[config.mk]
export PLATFORM = sky130hd
export DESIGN_NAME = osc_clock_ctrl
export DESIGN_NICKNAME = d
export VERILOG_FILES = /design/src/hw/osc_pkg.sv /design/src/hw/osc_clock_ctrl.sv /design/src/hw/osc_stability.sv
export SDC_FILE = /design/constraint.sdc
export NUM_CORES = 1
export LEC_CHECK = 0
export BUFFER_PORTS_ARGS = -buffer_cell sky130_fd_sc_hd__buf_4
export CORE_MARGIN = 3
export CORE_UTILIZATION = 52
export DETAILED_ROUTE_END_ITERATION = 7
export MAX_ROUTING_LAYER = met4
export PLACE_DENSITY = 0.85
export SKIP_LAST_GASP = 1
export SLEW_MARGIN = 20
export SYNTH_ARGS = -nofsm -noshare
export SYNTH_HDL_FRONTEND = slang
export SYNTH_SLANG_ARGS = --single-unit
[constraint.sdc]
create_clock -name aclk -period 4.1 [get_ports aclk]
set_input_delay 0.82 -clock aclk [delete_from_list [all_inputs] [get_ports aclk]]
set_output_delay 0.82 -clock aclk [all_outputs]
set_load 0.005 [all_outputs]
[src/hw/osc_pkg.sv]
// Constants and types for the crystal oscillator control block
// Summary of operation
// [RL1] One 8-bit read/write control register, cleared to zero at reset.
// [RL2] Bit 7 gates the peripheral reference clock on or off.
// [RL3] Bit 5 keeps reference clock in Stop only if bit 7 set before entry.
// [RL4] Bits 6 and 4 read zero; writes to them are ignored.
// [RL5] Bits 3..0 switch in 2, 4, 8 and 16 pF load capacitors.
// [RL6] Software leaves configuration unchanged once oscillator produces clocks.
// [RL7] Three clocks: system clock run-only, reference and 32k in low power.
// [RL8] Output stays gated until 4096 raw crystal cycles are counted.
// [RL9] No own reset state; counter clears while oscillator is disabled.
// [RL10] Settings held in low-leakage stop; reset after very-low-leakage wake.
// [RL11] The block never raises an interrupt.
// [RL12] Register updates on bus clock; clock enables switch without glitches. The 32k clock follows state at any raw clock phase.
package osc_pkg;

  localparam logic [11:0] osc_control_offset = 12'h000;
  localparam logic [7:0]  osc_control_reset  = 8'h00;
  localparam logic [7:0]  osc_control_mask   = 8'hAF;
  localparam int          ref_on_bit         = 7;
  localparam int          stop_keep_bit      = 5;
  localparam int          cap_2pf_bit        = 3;
  localparam int          cap_4pf_bit        = 2;
  localparam int          cap_8pf_bit        = 1;
  localparam int          cap_16pf_bit       = 0;
  localparam int          stable_cycles      = 4096;
  localparam logic [1:0]  resp_okay          = 2'b00;
  localparam logic [1:0]  resp_slverr        = 2'b10;

  typedef struct packed {
    logic periph_ref_clock_on;
    logic ref_clock_stop_keep;
    logic load_cap_2pf;
    logic load_cap_4pf;
    logic load_cap_8pf;
    logic load_cap_16pf;
  } osc_ctrl_type;

  typedef enum logic [2:0] {
    osc_off    = 3'b001,
    osc_start  = 3'b010,
    osc_stable = 3'b100
  } osc_state_type;

endpackage

[src/hw/osc_clock_ctrl.sv]
// Oscillator control register with AXI4-Lite access and clock gating
`timescale 1ns/1ps
module osc_clock_ctrl #(
  parameter int count_limit = osc_pkg::stable_cycles
) (
  input  wire logic        aclk,
  input  wire logic        aresetn,
  input  wire logic [11:0] s_axi_awaddr,
  input  wire logic        s_axi_awvalid,
  output logic             s_axi_awready,
  input  wire logic [31:0] s_axi_wdata,
  input  wire logic [3:0]  s_axi_wstrb,
  input  wire logic        s_axi_wvalid,
  output logic             s_axi_wready,
  output logic [1:0]       s_axi_bresp,
  output logic             s_axi_bvalid,
  input  wire logic        s_axi_bready,
  input  wire logic [11:0] s_axi_araddr,
  input  wire logic        s_axi_arvalid,
  output logic             s_axi_arready,
  output logic [31:0]      s_axi_rdata,
  output logic [1:0]       s_axi_rresp,
  output logic             s_axi_rvalid,
  input  wire logic        s_axi_rready,
  input  wire logic        osc_enable,
  input  wire logic        raw_crystal_clock,
  input  wire logic        run_mode,
  input  wire logic        stop_mode,
  input  wire logic        vlls_wake,
  output logic             system_osc_clock,
  output logic             peripheral_ref_clock,
  output logic             low_power_32k_clock,
  output logic             osc_stable,
  output osc_pkg::osc_ctrl_type ctrl_out
);
  // There is no interrupt request output: nothing here can signal one [RL11]
  logic [7:0]             osc_control;
  logic                   aw_held;
  logic                   w_held;
  logic [11:0]            aw_addr;
  logic [7:0]             w_data;
  logic                   w_lane0;
  logic                   crystal_prev;
  logic                   crystal_edge;
  logic                   stable_now;
  logic                   ref_before_stop;
  logic                   stop_prev;
  logic                   ref_gate;
  logic                   sys_gate;
  logic                   keep_in_stop;
  osc_pkg::osc_state_type state;
  osc_pkg::osc_state_type next_state;

  // Address and data may arrive in either order; each is held until both exist
  always_ff @(posedge aclk) begin
    if (!aresetn) begin
      aw_held <= 1'b0;
      w_held  <= 1'b0;
      aw_addr <= 12'h000;
      w_data  <= 8'h00;
      w_lane0 <= 1'b0;
    end else if (aw_held && w_held) begin
      aw_held <= 1'b0;
      w_held  <= 1'b0;
    end else begin
      if (s_axi_awvalid && s_axi_awready) begin
        aw_held <= 1'b1;
        aw_addr <= s_axi_awaddr;
      end
      if (s_axi_wvalid && s_axi_wready) begin
        w_held  <= 1'b1;
        w_data  <= s_axi_wdata[7:0];
        w_lane0 <= s_axi_wstrb[0];
      end
    end
  end

  always_ff @(posedge aclk) begin
    if (!aresetn) begin
      s_axi_awready <= 1'b0;
      s_axi_wready  <= 1'b0;
    end else begin
      s_axi_awready <= !aw_held && !s_axi_awready && !s_axi_bvalid && s_axi_awvalid;
      s_axi_wready  <= !w_held && !s_axi_wready && !s_axi_bvalid && s_axi_wvalid;
    end
  end

  always_ff @(posedge aclk) begin
    if (!aresetn) begin
      s_axi_bvalid <= 1'b0;
      s_axi_bresp  <= osc_pkg::resp_okay;
    end else if (aw_held && w_held) begin
      s_axi_bvalid <= 1'b1;
      s_axi_bresp  <= (aw_addr[11:2] == osc_pkg::osc_control_offset[11:2])
                      ? osc_pkg::resp_okay : osc_pkg::resp_slverr;
    end else if (s_axi_bvalid && s_axi_bready) begin
      s_axi_bvalid <= 1'b0;
    end
  end

  // Very-low-leakage wake acts like reset; low-leakage stop simply holds
  always_ff @(posedge aclk) begin
    if (!aresetn || vlls_wake) begin
      osc_control <= osc_pkg::osc_control_reset; // [RL1] [RL10]
    end else if (aw_held && w_held && w_lane0
                 && aw_addr[11:2] == osc_pkg::osc_control_offset[11:2]) begin
      osc_control <= w_data & osc_pkg::osc_control_mask; // [RL4] [RL12]
    end
  end

  // Reads of any other word answer SLVERR with zero data
  always_ff @(posedge aclk) begin
    if (!aresetn) begin
      s_axi_arready <= 1'b0;
      s_axi_rvalid  <= 1'b0;
      s_axi_rdata   <= 32'h0000_0000;
      s_axi_rresp   <= osc_pkg::resp_okay;
    end else if (s_axi_rvalid) begin
      if (s_axi_rready) begin
        s_axi_rvalid <= 1'b0;
      end
    end else if (s_axi_arvalid && s_axi_arready) begin
      s_axi_arready <= 1'b0;
      s_axi_rvalid  <= 1'b1;
      if (s_axi_araddr[11:2] == osc_pkg::osc_control_offset[11:2]) begin
        s_axi_rdata <= {24'h000000, osc_control}; // [RL1] [RL4]
        s_axi_rresp <= osc_pkg::resp_okay;
      end else begin
        s_axi_rdata <= 32'h0000_0000;
        s_axi_rresp <= osc_pkg::resp_slverr;
      end
    end else begin
      s_axi_arready <= s_axi_arvalid;
    end
  end

  // Raw crystal is sampled as a synchronous level; its rising edges feed the counter
  always_ff @(posedge aclk) begin
    crystal_prev <= raw_crystal_clock;
  end
  assign crystal_edge = raw_crystal_clock && !crystal_prev;

  osc_stability #(
    .count_limit (count_limit)
  ) u_stability (
    .aclk         (aclk),
    .osc_enable   (osc_enable),
    .crystal_edge (crystal_edge),
    .stable       (stable_now)
  );

  always_comb begin
    next_state = state;
    case (state)
      osc_pkg::osc_off:    next_state = osc_enable ? osc_pkg::osc_start : osc_pkg::osc_off;
      osc_pkg::osc_start:  next_state = !osc_enable ? osc_pkg::osc_off
                                      : (stable_now ? osc_pkg::osc_stable : osc_pkg::osc_start);
      osc_pkg::osc_stable: next_state = osc_enable ? osc_pkg::osc_stable : osc_pkg::osc_off;
      default:             next_state = osc_pkg::osc_off;
    endcase
  end

  always_ff @(posedge aclk) begin
    if (!aresetn) begin
      state <= osc_pkg::osc_off;
    end else begin
      state <= next_state; // [RL9]
    end
  end

  // Capture bit 7 as it stands on Stop entry, so a late set cannot start it
  always_ff @(posedge aclk) begin
    if (!aresetn) begin
      stop_prev       <= 1'b0;
      ref_before_stop <= 1'b0;
    end else begin
      stop_prev <= stop_mode;
      if (stop_mode && !stop_prev) begin
        ref_before_stop <= osc_control[osc_pkg::ref_on_bit]; // [RL3]
      end
    end
  end

  // On the Stop entry cycle the capture is not loaded yet, so the live bit stands in
  assign keep_in_stop = osc_control[osc_pkg::stop_keep_bit]
                        && (stop_prev ? ref_before_stop
                                      : osc_control[osc_pkg::ref_on_bit]); // [RL3]

  // Enables change only while the raw clock is low so no gated pulse is cut short
  always_ff @(posedge aclk) begin
    if (!aresetn) begin
      ref_gate <= 1'b0;
      sys_gate <= 1'b0;
    end else if (!raw_crystal_clock) begin
      ref_gate <= (state == osc_pkg::osc_stable) && osc_control[osc_pkg::ref_on_bit]
                  && (!stop_mode || keep_in_stop); // [RL2] [RL3] [RL12]
      sys_gate <= (state == osc_pkg::osc_stable) && run_mode && !stop_mode; // [RL7]
    end
  end

  always_ff @(posedge aclk) begin
    if (!aresetn) begin
      system_osc_clock     <= 1'b0;
      peripheral_ref_clock <= 1'b0;
      low_power_32k_clock  <= 1'b0;
      osc_stable           <= 1'b0;
      ctrl_out             <= '0;
    end else begin
      system_osc_clock     <= sys_gate && raw_crystal_clock; // [RL7] [RL8]
      peripheral_ref_clock <= ref_gate && raw_crystal_clock; // [RL2]
      low_power_32k_clock  <= (state == osc_pkg::osc_stable) && raw_crystal_clock; // [RL7]
      osc_stable           <= (state == osc_pkg::osc_stable);
      ctrl_out.periph_ref_clock_on <= osc_control[osc_pkg::ref_on_bit]; // [RL2]
      ctrl_out.ref_clock_stop_keep <= osc_control[osc_pkg::stop_keep_bit]; // [RL3]
      ctrl_out.load_cap_2pf        <= osc_control[osc_pkg::cap_2pf_bit]; // [RL5]
      ctrl_out.load_cap_4pf        <= osc_control[osc_pkg::cap_4pf_bit]; // [RL5]
      ctrl_out.load_cap_8pf        <= osc_control[osc_pkg::cap_8pf_bit]; // [RL5]
      ctrl_out.load_cap_16pf       <= osc_control[osc_pkg::cap_16pf_bit]; // [RL5]
    end
  end
endmodule

[src/hw/osc_stability.sv]
// Start-up counter that qualifies the raw crystal clock as stable
`timescale 1ns/1ps
module osc_stability #(
  parameter int count_limit = osc_pkg::stable_cycles
) (
  input  wire logic aclk,
  input  wire logic osc_enable,
  input  wire logic crystal_edge,
  output logic      stable
);
  logic [12:0] count;

  // The 13-bit counter cannot hold a larger limit
  if (count_limit < 1 || count_limit > 8191) begin : g_limit_check
    $error("count_limit out of range");
  end

  // No reset of its own: disabling the oscillator is what clears it
  always_ff @(posedge aclk) begin
    if (!osc_enable) begin
      count <= 13'h0000; // [RL9]
    end else if (crystal_edge && count != 13'(count_limit)) begin
      count <= count + 13'h0001; // [RL8]
    end
  end

  always_ff @(posedge aclk) begin
    stable <= osc_enable && (count == 13'(count_limit)); // [RL8]
  end
endmodule

# Word level (Yosys, flattened, before mapping)
# Cells that the tools add are included.
dict set report op_classes {
  n_reduce_logical 43
  mux 15
  n_bitwise 3
  eq_ne 5
  n_addsub 1
}
# operator n
set ops {}
lappend ops {{logical AND 1 bit} 25}
lappend ops {{zero test 10 bit} 2}
lappend ops {{adder 13 x 1 -> 13 bit, second input constant} 1}
lappend ops {{equality test 13 bit, second input constant} 1}
lappend ops {{!= test 13 bit, second input constant} 1}
lappend ops {{zero test 1 bit} 9}
lappend ops {{2-to-1 mux 3 bit} 3}
lappend ops {{one-hot mux 3 bit (3 select lines)} 1}
lappend ops {{2-to-1 mux 8 bit} 1}
lappend ops {{2-to-1 mux 1 bit} 7}
lappend ops {{2-to-1 mux 2 bit} 3}
lappend ops {{AND reduction 2 bit} 3}
lappend ops {{equality test 3 x 1 -> 1 bit, second input constant} 1}
lappend ops {{equality test 3 x 2 -> 1 bit, second input constant} 1}
lappend ops {{equality test 3 bit, second input constant} 1}
lappend ops {{NOT 1 bit} 3}
lappend ops {{logical OR 1 bit} 2}
lappend ops {{nonzero test 2 bit} 1}
lappend ops {{OR reduction 2 bit} 1}
dict set report totals {
  output_inout_bits 51
  input_bits 72
  word_cells 99
  register_bits 102
}

# Logic depth before layout (Yosys ltp)
# Gate-level depths: netlist (run 1).
dict set report depth {
  word_depth 4
  depth_mapped 5
  ltp_nobuf 5
}

# By module
# From an unflattened synthesis (run 1), not the netlist that was laid out.
dict set report hier_totals {
  hier_cells 328
  hier_area_um2 3045.4
}
# module cells_each area_per_inst_um2 instances
set modules_own_cells {}
lappend modules_own_cells {osc_clock_ctrl 255 2331.0 1}
lappend modules_own_cells {osc_stability 73 714.4 1}

# Worst setup path before layout (run 1)
# Ideal clock, no wire load.
dict set report synth_timing {
  path_kind {input-to-reg}
  startpoint {in raw_crystal_clock}
  endpoint {reg u_stability.count[10]}
  required_ns 4.030
  arrival_time_ns 1.573
  path_buffers 0
  setup_slack_ns 2.457
  stages 3
  path_cell_list {nand4b_1 > or4_1 > a21oi_1}
}
dict set report synth_between {
  elab_chain_cells 2
}
# item line_no
set synth_rtl {}
lappend synth_rtl {{start, declared} osc_clock_ctrl.sv:26} ;# input wire logic raw_crystal_clock,
lappend synth_rtl {{logical AND 1 bit} osc_clock_ctrl.sv:141} ;# assign crystal_edge = raw_crystal_clock && !crystal_prev;
lappend synth_rtl {{logical AND 1 bit} osc_stability.sv:22} ;# end else if (crystal_edge && count != 13'(count_limit)) begin
lappend synth_rtl {{end signal, assigned} osc_stability.sv:23} ;# count <= count + 13'h0001;
lappend synth_rtl {{end, declared} osc_stability.sv:11} ;# logic [12:0] count;
# No other way between the ends.
# A chain may end at the register's enable or synchronous reset.

# Worst setup path in the final report (run 1)
dict set report layout_timing {
  startpoint {in aresetn}
  endpoint {reg osc_control[2]}
}
dict set report layout_between {
  elab_chain_cells 2
}
# item line_no
set layout_rtl {}
lappend layout_rtl {{start, declared} osc_clock_ctrl.sv:7} ;# input wire logic aresetn,
lappend layout_rtl {{zero test 1 bit} n/a}
lappend layout_rtl {{logical OR 1 bit} osc_clock_ctrl.sv:103} ;# if (!aresetn || vlls_wake) begin
lappend layout_rtl {{end signal, assigned} osc_clock_ctrl.sv:104} ;# osc_control <= osc_pkg::osc_control_reset;
lappend layout_rtl {{end signal, assigned} osc_clock_ctrl.sv:107} ;# osc_control <= w_data & osc_pkg::osc_control_mask;
lappend layout_rtl {{end, declared} osc_clock_ctrl.sv:37} ;# logic [7:0] osc_control;
# No other way between the ends.

==> impl_metrics.toml, run 1 <==
[status]
status = "finished clean"

[layout]
synthToLayoutAreaGrowth_pct = 18.3
fin_area_mm2 = 0.00362
drive_above_1_share_pct = 19.8
final_core_util_pct = 64.5
num_antenna_cells = 0
layout.nets = 469
fill_cells = 489

[grt]
grt_pass1_wl_um = 9450
grt_pass1_vias = 2168
grt_max_degree = 45
antenna_found_initial = 0
grt_overflow = 0
track_usage_pct = 18.7

[synthesis]
synth_cells = 340
syn-cell-area_mm2 = 0.00306
yosysWarnings = 0
netlist_top_cells_count = "dfxtp_1, nand2_1, nand3_1"
synth_ff_type = "dfxtp_1"
netlist.top_cell.by_area = "dfxtp_1"
syn_avg_cell_area_um2 = 9.00
synth-seq-area-share_pct = 45.8
synth-edff-count = 0
ys_ff_latch = 70
yosysMostFrequentCell = "dfxtp_1"
yosys.area.top_type_share_pct = 45.8
synth.area.top_cells = "dfxtp_1, buf_4, a21boi_0, nand3_1, mux2i_1"
synth_cell_types = 45
synth-async-reset-ratio_pct = 0

[floorplan]
start_util_pct = 54.6
rows = 27
die_w_um = 82.7
core_mm2 = 0.00561
die_y_um = 82.7
io_pins = 123
dieArea_mm2 = 0.00684

[timing]
max_freq_ghz = 0.543
tightest_slew_ps = 723
skew_ps = 5.86
slew_headroom_pct = 51.7
fin_hold_ws_ps = 464
setup_viol = 0
rsz0062_at_grt = "no"
finalCritPeriodShare_pct = 45.0
timing.setup.tns_ps = 0
finalHoldViolCount = 0
fin_crit_ps = 1840
final_max_slew_viol_count = 0

[detailed_routing]
dr.pass1.iters = 4
routed_wl_um = 6140
viasPerCell = 5.31
via_count = 2505
ant_nets = 0
dr.first_iter.drc_count = 107
drc = 0
wl_per_cell_um = 13.0

[setup_path]
endpoint = "osc_control[2]"
crit_start = "aresetn"
reg2regPathDepth = 5
cp_slowest_cell = "nor2b_1"
r2r-end = "u_stability.count[0]"
slowest_delay_ps = 650
cp.arrival_ps = 2110
crit_chain = "buf_4 -> nor2b_1 -> nand2_1 -> mux2i_1"
start_kind = "input pin"
cp_max_fo = 44
r2r_slack_ps = 2410
reg2reg_from = "u_stability.count[0]"
worst-setup-path-type = "input pin to register"
cp-end-kind = "register"
required_ps = 4360

[clock_tree]
cts_setup_buffers = 0
clock_latency_ps = 340
htree_num_levels = 3
clk_pin_slew_worst_paths_ps = 70
cts_resized = 0
cts.sinks = 70
numCtsBuffers = 9
ctsHoldBuffers = 0
cts_tree = "yes"
cts_buffer_depth = 2
cts_root_buffer = "clkbuf_8"

[pwr]
power_mw = 1.32
leakage_nw = 1.47
p_per_area_mw_per_mm2 = 365
peakVddDrop_uv = 178

[place]
dpl_cell_area_mm2 = 0.00343
dpl.hpwl_um = 4400
port_buffers = 61
gp_congestion = 0.833

[worst_hold_path]
hp-class = "register to register"

[flow_run]
drv_cap = 0
final cells by class:
class / instances / area (um^2) / share of cell area (%)
inverters: 15 / 56.3 / 1.56
multi-input cells: 238 / 1430 / 39.4
clock inverters: 7 / 65.1 / 1.80
repair buffers: 61 / 458 / 12.7
flip-flops and latches: 70 / 1400 / 38.7
well taps: 72 / 90.1 / 2.49
clock buffers: 9 / 124 / 3.42
through the flow:
| stage | worst slack (ps) | cells |
|---|---|---|
| after floorplan | 2460 | 367 |
| after global placement | 1990 | 456 |
| after detailed placement | 1910 | 456 |
| after CTS | 2270 | 472 |
| after global routing | 2160 | 472 |
| final | 2260 | 472 |
kinds of logic (layout without fill, tap and decap cells):
family	Yosys count	count (layout)	synth area share, %
simple gates	121	121	22.2
compound gates	72	72	15.3
flops	70	70	45.8
buf+inv	59	92	10.9
mux	14	14	4.58
fa+ha+maj	2	2	0.818
other cells	1	28	0.123
xor+xnor	1	1	0.286
flip-flops by register name, indices dropped and copies added, names as in the netlist, 3 cells and up:
signal and cells:
u_stability.count 13, osc_control 6, state 3, ctrl_out 6, w_data 6, aw_addr 10, s_axi_rdata 6
where the power goes:
part | internal, mW | switching [mW] | total, mW
clock | 0.276 | 0.250 | 0.527
combinational | 0.0463 | 0.0438 | 0.0902
sequential | 0.692 | 0.0111 | 0.704
worst min path at each step:
stage                endpoint            from  depth (start not counted)  slack, ps
3_5_place_dp   osc_control[5]       w_data[5]                          2        450
4_1_cts        osc_control[0]       w_data[0]                          2        460
6_report       osc_control[0]       w_data[0]                          2        460
3_3_place_gp   osc_control[3]  osc_control[3]                          2        440
2_1_floorplan     ctrl_out[0]  osc_control[0]                          2        430
5_1_grt        osc_control[7]       w_data[7]                          2        490
layer usage:
layer  global-route usage [%]  vias to the layer above  routed length, um
met1                     22.7                     1161               2750
li1                         -                     1257                  -
met3                     3.80                        8                404
met4                     9.80                        0                 84
met5                        -                        -                  0
met2                     29.2                       79               2900
cell usage in the layout, fill, tap and decap left out, types with 9 or more instances in the layout:
cell	Yosys	layout
dfxtp_1	70	70
buf_4	28	61
nand2_1	31	31
nand3_1	29	29
conb_1	1	28
o21ai_0	25	25
a21boi_0	20	20
inv_1	15	15
mux2i_1	14	14
nor4_1	9	9
a21oi_1	9	9
clkbuf_8	0	9
worst max-delay path, delay by kind of cell:
kind | cells | cell delay, ps
AND/OR/NAND/NOR | 2 | 790
buffers and inverters | 1 | 330
multiplexers | 1 | 160
Note: power is estimated with default switching activity, not from simulation.
==> run 2, diff against run 1 <==
--- a/config.mk
+++ b/config.mk
@@ -5,12 +5,13 @@
 export SDC_FILE = /design/constraint.sdc
 export NUM_CORES = 1
 export LEC_CHECK = 0
+export ABC_AREA = 1
 export BUFFER_PORTS_ARGS = -buffer_cell sky130_fd_sc_hd__buf_4
 export CORE_MARGIN = 3
-export CORE_UTILIZATION = 52
+export CORE_UTILIZATION = 43
 export DETAILED_ROUTE_END_ITERATION = 7
 export MAX_ROUTING_LAYER = met4
-export PLACE_DENSITY = 0.85
+export PLACE_DENSITY = 0.75
 export SKIP_LAST_GASP = 1
 export SLEW_MARGIN = 20
 export SYNTH_ARGS = -nofsm -noshare
==> constraint.sdc (replaced) <==
create_clock -name aclk -period 1.6 [get_ports aclk]
set_input_delay 0.32 -clock aclk [delete_from_list [all_inputs] [get_ports aclk]]
set_output_delay 0.32 -clock aclk [all_outputs]
set_load 0.005 [all_outputs]
==> run 2 against run 1 <==
  * Hold slack got worse by 340 ps
  * Worst setup slack got worse by 2100 ps
  * Utilization down 10 points
  * Largest power group unchanged
==> impl_metrics.toml, run 2 <==
[status]
status = "finished clean"

[layout]
multi_input_area_mm2 = 0.00134
largest_register = "u_stability.count"
largest_register_ffs = 13
fin_area_mm2 = 0.00372
synthToLayoutAreaGrowth_pct = 21.3
final_cell_mix = "nor2_1, dfxtp_1, nand2_1"
drive_above_1_share_pct = 20.6
layout.nets = 556
seqCellArea_mm2 = 0.00140
num_antenna_cells = 0
largestRegisters = "u_stability.count (13), aw_addr (10)"
fill_cells = 660
final_common_cell = "nor2_1"
layoutNonFillerInstCount = 582

[synthesis]
synth.area.top_cells = "dfxtp_1, nor2_1, nand2_1, buf_4, inv_1"
syn-cell-area_mm2 = 0.00307
ys_ff_latch = 70
synth-seq-area-share_pct = 45.7
synth_ff_type = "dfxtp_1"
yosysWarnings = 0
synth-edff-count = 0
synth-async-reset-ratio_pct = 0
syn_avg_cell_area_um2 = 7.43
yosys.area.top_type_share_pct = 45.7
netlist.top_cell.by_area = "dfxtp_1"
synth_cells = 413
yosysMostFrequentCell = "nor2_1"
netlist_top_cells_count = "nor2_1, dfxtp_1, nand2_1"
synth_cell_types = 34

[place]
dp.cells = 567
dpl_cell_area_mm2 = 0.00353
port_buffers = 61
dpl.hpwl_um = 4740
gp_congestion = 0.867

[setup_path]
cp.arrival_ps = 1700
start_kind = "register"
cp_num_buf_inv = 1
reg2regPathDepth = 9
cp_num_cells = 9
crit_family = "simple AND/OR/NAND/NOR gates"
r2r_slack_ps = 130
cp_slowest_cell = "dfxtp_1"
required_ps = 1830
cpMostUsedCell = "nor2_1"
cp_max_fo = 11
crit_chain = "inv_1 -> ha_1 -> nand2_1 -> nor3_4 -> nand2_4 -> nand2_4 -> nor2_1 -> nor2_1 -> nor2_1"
slowest_delay_ps = 330
worst-setup-path-type = "register to register"
cp-end-kind = "register"

[floorplan]
io_pins = 123
dieArea_mm2 = 0.00818
rows = 30
die_w_um = 90.5
start_util_pct = 44.6
die_y_um = 90.5
core_mm2 = 0.00687

[pwr]
p_sw_share_pct = 23.8
peakVddDrop_uv = 646
p_int_mw = 2.62
power_mw = 3.43
seq_power_share_pct = 52.8
leakage_nw = 1.75
clkPwrFrac_pct = 39.5
p_comb_share_pct = 7.7
p_per_area_mw_per_mm2 = 923
p_sw_mw = 0.816

[grt]
antenna_found_initial = 0
grt_max_degree = 23
grt_pass1_vias = 2558
track_usage_pct = 16.8
grt_pass1_wl_um = 11200
grt_overflow = 0

[clock_tree]
clk_pin_slew_worst_paths_ps = 70
cts_buffer_depth = 2
cts_root_buffer = "clkbuf_8"
cts_tree = "yes"
cts.sinks = 70
htree_num_levels = 3
clock_latency_ps = 330
numCtsBuffers = 9

[timing]
finalHoldViolCount = 0
fin_crit_ps = 1470
max_freq_ghz = 0.680
finalCritPeriodShare_pct = 91.9
timing.setup.tns_ps = 0
final_max_slew_viol_count = 0
rsz0062_at_grt = "no"
skew_ps = 12.3
fin_hold_ws_ps = 127
setup_viol = 0

[detailed_routing]
dr.first_iter.drc_count = 79
dr.pass1.iters = 5
routed_wl_um = 6270
wl_per_cell_um = 10.8
viasPerCell = 4.58
drc = 0
via_count = 2667
ant_nets = 0

[worst_hold_path]
hold_path_depth = 1
hp-class = "input pin to register"

[flow_run]
drv_cap = 0
-- run 2: cell types whose count changed after synthesis, sizes merged, moves of 10 or more --
cell / previous run / this run
a21boi: 20 / 0
a21oi: 9 / 19
clkbuf: 14 / 1
inv: 15 / 44
mux2i: 14 / 0
nand2: 31 / 73
nand3: 29 / 18
nor2: 4 / 92
-- run 2: what timing repair did --
| action | CTS | global route |
|---|---|---|
| hold endpoints to repair | 0 | 0 |
| buffers inserted | 0 | 0 |
| setup endpoints to repair | 0 | 1 |
| resized for setup | 0 | 1 |
| hold buffers | 0 | 0 |
-- run 2: cell families (layout without fill, tap and decap cells) --
kind of cell               Yosys count  in the layout  synth area share, %
and+or+nand+nor                    199            199                 28.4
DFF                                 70             70                 45.7
xor gates and xnor gates             5              5                 1.43
AOI/OAI and AO/OA                   55             55                 9.51
buffers and inverters               81            127                 14.0
other                                1             28                0.122
adders and majority gates            2              2                0.816
-- run 2: final timing paths --
path                         from                    end
min             raw_crystal_clock           crystal_prev
max          u_stability.count[0]  u_stability.count[10]
max reg2reg  u_stability.count[0]  u_stability.count[10]
min reg2reg              sys_gate       system_osc_clock
-- run 2: routing by layer --
layer / vias to the layer above / share of wire (%) / GRT usage (%)
li1: 1385 / - / -
met3: 11 / 4.5 / 3.83
met1: 1207 / 44 / 19.5
met4: 0 / 1.6 / 7.27
met2: 64 / 50 / 27.9
met5: - / 0 / -
-- run 2: power by group through the flow --
stage                     sequential [mW]  combinational [mW]  clock (mW)
after global routing                 1.82               0.305        1.47
final                                1.81               0.264        1.36
after detailed placement             1.85               0.264           0
after floorplan                      1.85               0.188           0
after global placement               1.85               0.256           0
after CTS                            1.81               0.265        1.39
-- run 2: stage by stage --
stage / util (%) / worst slack (ps)
3_3_place_gp: 51.4 / 185
2_1_floorplan: - / 287
6_report: 54.1 / 129
5_1_grt: 54.1 / 11.4
4_1_cts: 54.1 / 131
3_5_place_dp: 51.4 / 146
-- run 2: layout make-up --
cell class	instances	area share (%)
Sequential cell	70	37.7
Timing Repair Buffer	67	13.5
Clock inverter	6	1.65
Tap cell	96	3.23
Multi-Input combinational cell	289	36.0
Inverter	45	4.54
Clock buffer	9	3.33
